$ cat src/tlmh_pkg.sv
`default_nettype none
package tlmh_pkg;
  // ==========================================================
  // channel opcodes
  localparam logic [2:0] A_PUT_FULL   = 3'h0;
  localparam logic [2:0] A_PUT_PART   = 3'h1;
  localparam logic [2:0] A_ARITH      = 3'h2;
  localparam logic [2:0] A_LOGIC      = 3'h3;
  localparam logic [2:0] A_GET        = 3'h4;
  localparam logic [2:0] A_HINT       = 3'h5;
  localparam logic [2:0] D_ACK        = 3'h0;
  localparam logic [2:0] D_ACK_DATA   = 3'h1;
  localparam logic [2:0] D_HINT_ACK   = 3'h2;
  // ==========================================================
  // atomic_op_codes and hint_kinds
  localparam logic [2:0] ATOM_MIN     = 3'h0;
  localparam logic [2:0] ATOM_MAX     = 3'h1;
  localparam logic [2:0] ATOM_MINU    = 3'h2;
  localparam logic [2:0] ATOM_MAXU    = 3'h3;
  localparam logic [2:0] ATOM_ADD     = 3'h4;
  localparam logic [2:0] ATOM_XOR     = 3'h0;
  localparam logic [2:0] ATOM_OR      = 3'h1;
  localparam logic [2:0] ATOM_AND     = 3'h2;
  localparam logic [2:0] ATOM_SWAP    = 3'h3;
  localparam logic [2:0] HINT_SHARED  = 3'h0;
  localparam logic [2:0] HINT_EXCL    = 3'h1;
  // ==========================================================
  // request kinds at the builder port
  localparam logic [2:0] REQ_GET      = 3'h0;
  localparam logic [2:0] REQ_PUT      = 3'h1;
  localparam logic [2:0] REQ_ARITH    = 3'h2;
  localparam logic [2:0] REQ_LOGIC    = 3'h3;
  localparam logic [2:0] REQ_HINT     = 3'h4;
  // ==========================================================
  // reset values and field widths
  localparam int unsigned SIZE_W      = 4;
  localparam logic [7:0]  BEAT_IDX_RST = 8'h00;

  function automatic logic a_has_data(input logic [2:0] opc);
    return (opc == A_PUT_FULL) || (opc == A_PUT_PART) || (opc == A_ARITH) || (opc == A_LOGIC);
  endfunction

  function automatic logic d_has_data(input logic [2:0] opc);
    return opc == D_ACK_DATA;
  endfunction

  // beats minus one; one beat when no payload or size fits a beat
  function automatic logic [15:0] beats_m1(input logic has, input logic [3:0] size, input logic [3:0] lg_beat);
    logic [15:0] r;
    r = 16'h0000;
    if (has && (size > lg_beat)) begin
      r = (16'h0001 << (size - lg_beat)) - 16'h0001;
    end
    return r;
  endfunction
endpackage
`default_nettype wire

$ cat src/tlmh_beat_tracker.sv
`timescale 1ns/1ns
`default_nettype none
module tlmh_beat_tracker #(
  parameter bit          IS_D    = 1'b0,
  parameter logic [3:0]  LG_BEAT = 4'h3,
  parameter int unsigned CNT_W   = 8
) (
  input  wire logic             clk_sys,
  input  wire logic             srst,
  input  wire logic             ce,
  input  wire logic             valid,
  input  wire logic             ready,
  input  wire logic [2:0]       opcode,
  input  wire logic [3:0]       log2_size,
  output logic                  first,
  output logic                  last,
  output logic                  done,
  output logic [CNT_W-1:0]      count,
  output logic [CNT_W-1:0]      beat_total,
  output logic [CNT_W-1:0]      beat_total_minus_one,
  output logic                  carries_payload
);
  typedef struct packed {
    logic [CNT_W-1:0] idx;
  } tlmh_trk_t;

  tlmh_trk_t st_r;
  tlmh_trk_t st_nxt;
  logic      fire;
  logic [15:0] m1;

  // ==========================================================
  // header decode
  // header fields are trusted constant across beats, only data may move
  assign carries_payload = IS_D ? tlmh_pkg::d_has_data(opcode) : tlmh_pkg::a_has_data(opcode);
  assign m1 = tlmh_pkg::beats_m1(carries_payload, log2_size, LG_BEAT);
  assign beat_total_minus_one = m1[CNT_W-1:0];
  assign beat_total = beat_total_minus_one + CNT_W'(1);
  assign fire  = valid && ready;
  assign count = st_r.idx;
  assign first = (st_r.idx == '0);
  assign last  = (st_r.idx == beat_total_minus_one);
  assign done  = fire && last;

  // ==========================================================
  // beat index
  always_comb begin
    st_nxt = st_r;
    if (fire) begin
      st_nxt.idx = last ? '0 : st_r.idx + CNT_W'(1);
    end
  end

  always_ff @(posedge clk_sys) begin
    if (srst) begin
      st_r.idx <= tlmh_pkg::BEAT_IDX_RST[CNT_W-1:0];
    end else if (ce) begin
      st_r <= st_nxt;
    end
  end

  first_beat_a: assert property (@(posedge clk_sys) disable iff (srst)
    (fire && last && ce) |=> first)
    else $error("first flag missing after final beat");
  last_beat_a: assert property (@(posedge clk_sys) disable iff (srst)
    (fire && ce && !last && (beat_total_minus_one == CNT_W'(1)) && first) |=> last)
    else $error("last flag missing on second of two beats");
  done_beat_a: assert property (@(posedge clk_sys) disable iff (srst)
    done |-> (valid && ready && last))
    else $error("done without a final transfer");
  count_step_a: assert property (@(posedge clk_sys) disable iff (srst)
    (fire && ce && !last) |=> (count == $past(count) + CNT_W'(1)))
    else $error("beat index did not advance");
  reset_idx_a: assert property (@(posedge clk_sys)
    srst |=> (first && (count == '0)))
    else $error("beat index not cleared by reset");
  cv_multi_done: cover property (@(posedge clk_sys) disable iff (srst)
    done && (count != '0));
endmodule
`default_nettype wire

$ cat src/tlmh_edge_helper.sv
// Operation
// - get answered by data ack, maybe multibeat
// - each built request carries a legality flag
// - size field holds log2 of bytes
// - mask given gives partial put, else full
// - write answered by exactly one plain ack
// - arithmetic atomics min max minu maxu add
// - logical atomics xor or and swap
// - request data is the right operand
// - hint kind selects shared or exclusive prefetch
// - hints always answered with hint ack
// - data given gives data ack, else ack
// - first flag on opening beat
// - last flag on final beat
// - done only on transferred final beat
// - beat index counts from zero
// - beat count and count minus one
// - payload flag for data-bearing opcodes
`timescale 1ns/1ns
`default_nettype none
module tlmh_edge_helper #(
  parameter int unsigned SRC_W       = 4,
  parameter int unsigned ADDR_W      = 32,
  parameter int unsigned DATA_W      = 64,
  parameter logic [3:0]  LG_BEAT     = 4'h3,
  parameter int unsigned CNT_W       = 8,
  parameter logic [3:0]  MAX_LG_GET  = 4'h6,
  parameter logic [3:0]  MAX_LG_PUT  = 4'h6,
  parameter logic [3:0]  MAX_LG_ATOM = 4'h3,
  parameter logic [3:0]  MAX_LG_HINT = 4'h6
) (
  input  wire logic              clk_sys,
  input  wire logic              srst,
  input  wire logic              ce,
  // request builder
  input  wire logic              req_valid,
  input  wire logic [2:0]        req_kind,
  input  wire logic [SRC_W-1:0]  req_source_id,
  input  wire logic [ADDR_W-1:0] req_target_address,
  input  wire logic [3:0]        req_log2_size,
  input  wire logic [DATA_W-1:0] req_data,
  input  wire logic              req_mask_given,
  input  wire logic [DATA_W/8-1:0] req_mask,
  input  wire logic [2:0]        req_param,
  output logic                   a_valid,
  output logic                   a_legal,
  output logic [2:0]             a_opcode,
  output logic [2:0]             a_param,
  output logic [3:0]             a_size,
  output logic [SRC_W-1:0]       a_source,
  output logic [ADDR_W-1:0]      a_address,
  output logic [DATA_W/8-1:0]    a_mask,
  output logic [DATA_W-1:0]      a_data,
  // acknowledgement builder
  input  wire logic              ack_valid,
  input  wire logic [2:0]        ack_a_opcode,
  input  wire logic [3:0]        ack_a_size,
  input  wire logic [SRC_W-1:0]  ack_a_source,
  input  wire logic              ack_data_given,
  input  wire logic [DATA_W-1:0] ack_data,
  output logic                   d_valid,
  output logic [2:0]             d_opcode,
  output logic [3:0]             d_size,
  output logic [SRC_W-1:0]       d_source,
  output logic [DATA_W-1:0]      d_data,
  output logic                   d_mismatch,
  // monitored A channel
  input  wire logic              mon_a_valid,
  input  wire logic              mon_a_ready,
  input  wire logic [2:0]        mon_a_opcode,
  input  wire logic [3:0]        mon_a_size,
  output logic                   mon_a_first,
  output logic                   mon_a_last,
  output logic                   mon_a_done,
  output logic [CNT_W-1:0]       mon_a_count,
  output logic [CNT_W-1:0]       mon_a_beat_total,
  output logic [CNT_W-1:0]       mon_a_beat_total_minus_one,
  output logic                   mon_a_carries_payload,
  // monitored D channel
  input  wire logic              mon_d_valid,
  input  wire logic              mon_d_ready,
  input  wire logic [2:0]        mon_d_opcode,
  input  wire logic [3:0]        mon_d_size,
  output logic                   mon_d_first,
  output logic                   mon_d_last,
  output logic                   mon_d_done,
  output logic [CNT_W-1:0]       mon_d_count,
  output logic [CNT_W-1:0]       mon_d_beat_total,
  output logic [CNT_W-1:0]       mon_d_beat_total_minus_one,
  output logic                   mon_d_carries_payload
);
  localparam int unsigned MASK_W = DATA_W / 8;

  typedef struct packed {
    logic              a_vld;
    logic              a_legal;
    logic [2:0]        a_opc;
    logic [2:0]        a_prm;
    logic [3:0]        a_size;
    logic [SRC_W-1:0]  a_src;
    logic [ADDR_W-1:0] a_addr;
    logic [MASK_W-1:0] a_mask;
    logic [DATA_W-1:0] a_data;
    logic              d_vld;
    logic [2:0]        d_opc;
    logic [3:0]        d_size;
    logic [SRC_W-1:0]  d_src;
    logic [DATA_W-1:0] d_data;
    logic              d_mis;
  } tlmh_state_t;

  tlmh_state_t st_r;
  tlmh_state_t st_nxt;

  // ==========================================================
  // helpers
  // lanes covered by an aligned window of 2^size bytes within one beat
  function automatic logic [MASK_W-1:0] size_mask(input logic [ADDR_W-1:0] addr, input logic [3:0] size);
    logic [MASK_W-1:0] m;
    logic [ADDR_W-1:0] win;
    m = '0;
    win = ~((ADDR_W'(1) << size) - ADDR_W'(1));
    for (int i = 0; i < MASK_W; i++) begin
      m[i] = (size >= LG_BEAT) || ((ADDR_W'(i) & win) == (addr & win & ADDR_W'(MASK_W - 1)));
    end
    return m;
  endfunction

  // legal when kind and code exist, size within limit and address aligned
  function automatic logic req_legal(input logic [2:0] kind, input logic [3:0] size,
                                     input logic [ADDR_W-1:0] addr, input logic [2:0] prm);
    logic ok;
    logic aligned;
    aligned = (addr & ((ADDR_W'(1) << size) - ADDR_W'(1))) == '0;
    unique case (kind)
      tlmh_pkg::REQ_GET:   ok = size <= MAX_LG_GET;
      tlmh_pkg::REQ_PUT:   ok = size <= MAX_LG_PUT;
      tlmh_pkg::REQ_ARITH: ok = (size <= MAX_LG_ATOM) && (prm <= tlmh_pkg::ATOM_ADD);
      tlmh_pkg::REQ_LOGIC: ok = (size <= MAX_LG_ATOM) && (prm <= tlmh_pkg::ATOM_SWAP);
      tlmh_pkg::REQ_HINT:  ok = (size <= MAX_LG_HINT) && (prm <= tlmh_pkg::HINT_EXCL);
      default:             ok = 1'b0;
    endcase
    return ok && aligned;
  endfunction

  // ==========================================================
  // next state
  always_comb begin
    st_nxt = st_r;
    st_nxt.a_vld = req_valid;
    st_nxt.d_vld = ack_valid;
    if (req_valid) begin
      st_nxt.a_legal = req_legal(req_kind, req_log2_size, req_target_address, req_param);
      st_nxt.a_size  = req_log2_size;
      st_nxt.a_src   = req_source_id;
      st_nxt.a_addr  = req_target_address;
      st_nxt.a_mask  = size_mask(req_target_address, req_log2_size);
      st_nxt.a_data  = '0;
      st_nxt.a_prm   = 3'h0;
      unique case (req_kind)
        tlmh_pkg::REQ_PUT: begin
          // partial only when the caller supplies lanes
          st_nxt.a_opc  = req_mask_given ? tlmh_pkg::A_PUT_PART : tlmh_pkg::A_PUT_FULL;
          st_nxt.a_mask = req_mask_given ? req_mask : st_nxt.a_mask;
          st_nxt.a_data = req_data;
        end
        tlmh_pkg::REQ_ARITH: begin
          st_nxt.a_opc  = tlmh_pkg::A_ARITH;
          st_nxt.a_prm  = req_param;
          st_nxt.a_data = req_data;
        end
        tlmh_pkg::REQ_LOGIC: begin
          st_nxt.a_opc  = tlmh_pkg::A_LOGIC;
          st_nxt.a_prm  = req_param;
          st_nxt.a_data = req_data;
        end
        tlmh_pkg::REQ_HINT: begin
          st_nxt.a_opc = tlmh_pkg::A_HINT;
          st_nxt.a_prm = req_param;
        end
        default: begin
          // get, and unknown kinds which are flagged illegal
          st_nxt.a_opc = tlmh_pkg::A_GET;
        end
      endcase
    end
    if (ack_valid) begin
      st_nxt.d_size = ack_a_size;
      st_nxt.d_src  = ack_a_source;
      st_nxt.d_data = ack_data_given ? ack_data : '0;
      if (ack_a_opcode == tlmh_pkg::A_HINT) begin
        st_nxt.d_opc = tlmh_pkg::D_HINT_ACK;
        st_nxt.d_mis = ack_data_given;
      end else begin
        st_nxt.d_opc = ack_data_given ? tlmh_pkg::D_ACK_DATA : tlmh_pkg::D_ACK;
        // gets and atomics need data back, puts need a bare ack
        st_nxt.d_mis = ack_data_given != ((ack_a_opcode == tlmh_pkg::A_GET) ||
                       (ack_a_opcode == tlmh_pkg::A_ARITH) || (ack_a_opcode == tlmh_pkg::A_LOGIC));
      end
    end
  end

  always_ff @(posedge clk_sys) begin
    if (srst) begin
      st_r <= '0;
    end else if (ce) begin
      st_r <= st_nxt;
    end
  end

  // ==========================================================
  // outputs
  assign a_valid    = st_r.a_vld;
  assign a_legal    = st_r.a_legal;
  assign a_opcode   = st_r.a_opc;
  assign a_param    = st_r.a_prm;
  assign a_size     = st_r.a_size;
  assign a_source   = st_r.a_src;
  assign a_address  = st_r.a_addr;
  assign a_mask     = st_r.a_mask;
  assign a_data     = st_r.a_data;
  assign d_valid    = st_r.d_vld;
  assign d_opcode   = st_r.d_opc;
  assign d_size     = st_r.d_size;
  assign d_source   = st_r.d_src;
  assign d_data     = st_r.d_data;
  assign d_mismatch = st_r.d_mis;

  // ==========================================================
  // beat trackers, one per monitored channel
  tlmh_beat_tracker #(
    .IS_D    (1'b0),
    .LG_BEAT (LG_BEAT),
    .CNT_W   (CNT_W)
  ) u_trk_a (
    .clk_sys              (clk_sys),
    .srst                 (srst),
    .ce                   (ce),
    .valid                (mon_a_valid),
    .ready                (mon_a_ready),
    .opcode               (mon_a_opcode),
    .log2_size            (mon_a_size),
    .first                (mon_a_first),
    .last                 (mon_a_last),
    .done                 (mon_a_done),
    .count                (mon_a_count),
    .beat_total           (mon_a_beat_total),
    .beat_total_minus_one (mon_a_beat_total_minus_one),
    .carries_payload      (mon_a_carries_payload)
  );

  tlmh_beat_tracker #(
    .IS_D    (1'b1),
    .LG_BEAT (LG_BEAT),
    .CNT_W   (CNT_W)
  ) u_trk_d (
    .clk_sys              (clk_sys),
    .srst                 (srst),
    .ce                   (ce),
    .valid                (mon_d_valid),
    .ready                (mon_d_ready),
    .opcode               (mon_d_opcode),
    .log2_size            (mon_d_size),
    .first                (mon_d_first),
    .last                 (mon_d_last),
    .done                 (mon_d_done),
    .count                (mon_d_count),
    .beat_total           (mon_d_beat_total),
    .beat_total_minus_one (mon_d_beat_total_minus_one),
    .carries_payload      (mon_d_carries_payload)
  );

  // ==========================================================
  // checks
  legal_flag_a: assert property (@(posedge clk_sys) disable iff (srst)
    (req_valid && ce && (req_kind == tlmh_pkg::REQ_GET) && (req_log2_size > MAX_LG_GET)) |=> !a_legal)
    else $error("oversized get reported legal");
  size_field_a: assert property (@(posedge clk_sys) disable iff (srst)
    (req_valid && ce) |=> (a_valid && (a_size == $past(req_log2_size))))
    else $error("size field not log2 of request");
  put_kind_a: assert property (@(posedge clk_sys) disable iff (srst)
    (req_valid && ce && (req_kind == tlmh_pkg::REQ_PUT)) |=>
    (a_opcode == ($past(req_mask_given) ? tlmh_pkg::A_PUT_PART : tlmh_pkg::A_PUT_FULL)))
    else $error("put encoded with wrong opcode");
  arith_code_a: assert property (@(posedge clk_sys) disable iff (srst)
    (req_valid && ce && (req_kind == tlmh_pkg::REQ_ARITH)) |=>
    ((a_opcode == tlmh_pkg::A_ARITH) && (a_param == $past(req_param))))
    else $error("arithmetic request misencoded");
  logic_code_a: assert property (@(posedge clk_sys) disable iff (srst)
    (req_valid && ce && (req_kind == tlmh_pkg::REQ_LOGIC)) |=>
    ((a_opcode == tlmh_pkg::A_LOGIC) && (a_param == $past(req_param))))
    else $error("logical request misencoded");
  atom_operand_a: assert property (@(posedge clk_sys) disable iff (srst)
    (req_valid && ce && ((req_kind == tlmh_pkg::REQ_ARITH) || (req_kind == tlmh_pkg::REQ_LOGIC)))
    |=> (a_data == $past(req_data)))
    else $error("atomic operand not passed through");
  hint_kind_a: assert property (@(posedge clk_sys) disable iff (srst)
    (req_valid && ce && (req_kind == tlmh_pkg::REQ_HINT)) |=>
    ((a_opcode == tlmh_pkg::A_HINT) && (a_param == $past(req_param)) && !carries(a_opcode)))
    else $error("hint misencoded");
  hint_ack_a: assert property (@(posedge clk_sys) disable iff (srst)
    (ack_valid && ce && (ack_a_opcode == tlmh_pkg::A_HINT)) |=> (d_opcode == tlmh_pkg::D_HINT_ACK))
    else $error("hint not answered with hint ack");
  ack_kind_a: assert property (@(posedge clk_sys) disable iff (srst)
    (ack_valid && ce && (ack_a_opcode != tlmh_pkg::A_HINT)) |=>
    (d_opcode == ($past(ack_data_given) ? tlmh_pkg::D_ACK_DATA : tlmh_pkg::D_ACK)))
    else $error("ack kind does not follow data presence");
  put_ack_a: assert property (@(posedge clk_sys) disable iff (srst)
    (ack_valid && ce && !ack_data_given && (ack_a_opcode == tlmh_pkg::A_PUT_FULL)) |=>
    (d_valid && !d_mismatch && (d_opcode == tlmh_pkg::D_ACK)))
    else $error("put answer misreported");
  get_ack_a: assert property (@(posedge clk_sys) disable iff (srst)
    (ack_valid && ce && !ack_data_given && (ack_a_opcode == tlmh_pkg::A_GET)) |=> d_mismatch)
    else $error("dataless get answer not flagged");
  payload_a: assert property (@(posedge clk_sys) disable iff (srst)
    mon_d_carries_payload == (mon_d_opcode == tlmh_pkg::D_ACK_DATA))
    else $error("d payload flag wrong");
  beats_a: assert property (@(posedge clk_sys) disable iff (srst)
    (mon_a_carries_payload && (mon_a_size == LG_BEAT + 4'h2)) |->
    ((mon_a_beat_total == CNT_W'(4)) && (mon_a_beat_total_minus_one == CNT_W'(3))))
    else $error("beat count wrong for four-beat message");
  ce_freeze_a: assert property (@(posedge clk_sys) disable iff (srst)
    !ce |=> $stable(st_r))
    else $error("state moved while clock enable low");

  function automatic logic carries(input logic [2:0] opc);
    return tlmh_pkg::a_has_data(opc);
  endfunction

  cv_legal_put: cover property (@(posedge clk_sys) disable iff (srst)
    a_valid && a_legal && (a_opcode == tlmh_pkg::A_PUT_PART));
  cv_hint_ack: cover property (@(posedge clk_sys) disable iff (srst)
    d_valid && (d_opcode == tlmh_pkg::D_HINT_ACK));
  cv_a_burst: cover property (@(posedge clk_sys) disable iff (srst)
    mon_a_done && (mon_a_count == CNT_W'(3)));
  cv_d_burst: cover property (@(posedge clk_sys) disable iff (srst)
    mon_d_done && !mon_d_first);
endmodule
`default_nettype wire

$ cat config.mk
export PLATFORM = sky130hd
export DESIGN_NAME = tlmh_edge_helper
export DESIGN_NICKNAME = d
export VERILOG_FILES = /design/src/tlmh_pkg.sv /design/src/tlmh_beat_tracker.sv /design/src/tlmh_edge_helper.sv
export SDC_FILE = /design/constraint.sdc
export NUM_CORES = 1
export LEC_CHECK = 0
export ABC_AREA = 1
export BUFFER_PORTS_ARGS = -buffer_cell sky130_fd_sc_hd__buf_4
export CAP_MARGIN = 10
export CORE_AREA = 4 4 179 181
export DETAILED_ROUTE_END_ITERATION = 8
export DIE_AREA = 0 0 183 185
export PLACE_DENSITY = 0.63
export SLEW_MARGIN = 0
export SYNTH_ARGS = -nofsm -noshare
export SYNTH_HDL_FRONTEND = slang
export SYNTH_HIERARCHICAL = 1
export SYNTH_SLANG_ARGS = --single-unit
$ cat constraint.sdc
create_clock -name clk_sys -period 2.4 [get_ports clk_sys]
set_input_delay 0.48 -clock clk_sys [delete_from_list [all_inputs] [get_ports clk_sys]]
set_output_delay 0.48 -clock clk_sys [all_outputs]
set_load 0.1 [all_outputs]
==> flow_summary.ini <==
[run_status]
status = finished, violations left
violations = negative setup slack

[placement]
place_ws_ps = -339.3
port_buffers = 467
placed_cell_area_um2 = 14610
place.detailed.hpwl_mm = 28.15
place_congestion = 0.8555

[sta]
fin_worst_skew_ps = 16.45
setup_violations = 15
setup_tns_ps = -1432
drv_slew = 0
hold_violations = 0
period_share_pct = 106.6
fin_ws_ps = -158.8
worst_slew_pin_slew_ps = 645.5
fin_crit_ps = 2559
clock.fmax_mhz = 390.8
maxSlewHeadroom_pct = 56.97
whs_ps = 202.1
grt_setup_unrepaired = yes

[drt]
firstDrtPassIters = 4
drc = 0
ant_nets = 0
drt_iter0_markers = 537
via_count = 10840
wirelength_mm = 37.19
post_drt_wl_per_cell_um = 16.06
viasPerCell = 4.681

[final_layout]
fin_area_um2 = 16110
fill_cells = 2856
syn_to_final_growth_pct = 68.53
layout_commonest_cell = buf_4
drive_above_1_share_pct = 40.18
final_cell_mix = buf_4 (519), nand2_1 (352), dfxtp_1 (199)
fin_nets = 2121
finalCoreUtilization_pct = 52.94

[cts]
cts_tree = done
numCtsBuffers = 25
clock_latency_ps = 520
cts_max_path_buffers = 3
cts_sinks = 212
ctsHoldBuffers = 0
clk_pin_slew_ps = 60
root_buffer = clkbuf_16
htree_num_levels = 1

[die]
core_area_um2 = 30430
pin_count = 471
initial_core_util_pct = 31.41
dieHeight_um = 185
die_w_um = 183
rows = 64
die_area_um2 = 33860

[power_and_ir_drop]
p_seq_share_pct = 34.5
p_int_mw = 6.935
switching_share_pct = 36.87
p_comb_share_pct = 30.6
leakagePower_nw = 7.375
switching_power_mw = 4.051
p_per_area_nw_per_um2 = 682.0
clkPwrFrac_pct = 35.0
max-vdd-ir-drop_mv = 0.5956

[global_route]
grt_pass1_wl_mm = 56.43
grt_pass1_vias = 10510
grt-ovfl-total = 0
grt_max_degree = 149
antenna_found_initial = 10
grt_use_total_pct = 20.48

[critical_path]
crit_type = input pin to output port
rr_startpoint = u_trk_d/count[7]$_SDFFE_PP0P_
critPathLaunch = mon_a_size[3]
crit_path_end_kind = output port
cp_max_fo = 4
required_ps = 1920
crit_arrival_ps = 2080
cp-start-kind = input pin

[yosys]
ys_async_sr_fraction_pct = 0
synthCells = 1377
avgSynthCellArea_um2 = 6.941
ys_ff_latch = 212
yosysWarningCount = 6
syn_nets = 1605
synth_flop_cell = dfxtp_1
synthesis.area_um2 = 9558
synth_edf_count = 0
yosysUniqueCellTypes = 38
seq_area_frac_synth_pct = 44.40

[flow_run]
cap_violations = 0

[hold_path]
hp-start = req_data[63]
min_path_type = input pin to flop
[critical path, stage by stage]
cell        delay [ps]
buf_12             110
nor2_4             140
nand2_2             80
ha_4               280
inv_2               40
nand2_2             80
buf_6              100
clkinvlp_4         100
ha_4               200
buf_12             130
xnor2_4            150
buf_12             190
[metrics by stage]
step                      cells  power (mW)
final                      2315       10.99
after global routing       2315       11.43
after CTS                  2296       11.06
after detailed placement   2246       7.063
after global placement     2246       7.039
after floorplan            1377       6.109
[timing repair]
action                                  in CTS  in global routing
endpoints found under the setup margin      21                 24
cloned                                       0                  0
buffers inserted                             7                 11
gates resized for setup                     91                 38
pin swaps                                   47                 27
[path summary, 6_finish.rpt]
| check | end | slack [ps] | cells past startpoint |
|---|---|---|---|
| setup / recovery | mon_a_beat_total[2] | -160 | 12 |
| hold / removal | a_data[63]$_SDFFE_PP0P_ | 200 | 3 |
| setup reg to reg | u_trk_d/count[1]$_SDFFE_PP0P_ | 720 | 12 |
| hold reg to reg | d_valid$_SDFFE_PP0P_ | 460 | 2 |
[synth_stat cells (all sizes together) (10+ instances only)]
| master | instances | area [um2] |
|---|---|---|
| ha | 10 | 125.1 |
| dfxtp | 212 | 4244 |
| buf | 32 | 177.7 |
| nand4 | 12 | 102.6 |
| a21oi | 167 | 839.6 |
| o21ai | 145 | 725.7 |
| nand2 | 392 | 1516 |
| inv | 111 | 416.7 |
| nand3 | 50 | 270.3 |
| clkbuf | 46 | 173.9 |
| xor2 | 16 | 140.1 |
| nor2 | 158 | 658.1 |
[power by group through the flow]
stage | clock network, mW | logic (mW) | registers (mW)
after floorplan | 0 | 1.01 | 5.10
after global placement | 0 | 3.19 | 3.85
after detailed placement | 0 | 3.21 | 3.86
after CTS | 3.95 | 3.32 | 3.79
after global routing | 4.10 | 3.52 | 3.81
final | 3.84 | 3.36 | 3.79
[cell families (layout without fill, tap and decap cells)]
kind of cell | after synthesis | after routing | synth area share, %
flops | 212 | 212 | 44.40
fa+ha+maj | 10 | 10 | 1.309
xor+xnor | 18 | 18 | 1.649
buf+inv | 190 | 722 | 8.077
compound gates | 321 | 321 | 17.00
other cells | 1 | 11 | 0.03923
simple gates | 625 | 625 | 27.52
[layout make-up]
class | count | area (um2) | area share [%]
inverters | 112 | 514.2 | 3.192
clock inverters | 10 | 116.4 | 0.7224
well taps | 396 | 495.5 | 3.076
multi-input cells | 975 | 5261 | 32.66
flip-flops and latches | 212 | 4273 | 26.53
diodes | 10 | 25.02 | 0.1554
clock buffers | 33 | 706.9 | 4.389
repair buffers | 567 | 4716 | 29.28
[flip-flops by register name, summed over array words and instances, names as in the netlist]
signal and count:
a_param 3, d_mismatch 1, d_data 64, d_source 4, d_size 4, a_valid 1
a_address 32, d_opcode 2, d_valid 1, u_trk_d/count 8, a_legal 1, a_source 4
a_data 64, u_trk_a/count 8, a_mask 8, a_size 4, a_opcode 3
[routing by layer]
layer / vias up / track usage, % / wire length, um
li1: 5464 / - / -
met1: 4930 / 23.58 / 14210
met2: 375 / 35.24 / 18520
met3: 67 / 6.795 / 3294
met4: 0 / 8.105 / 1160
met5: - / 0 / 0
(Power assumes the default switching activity.)
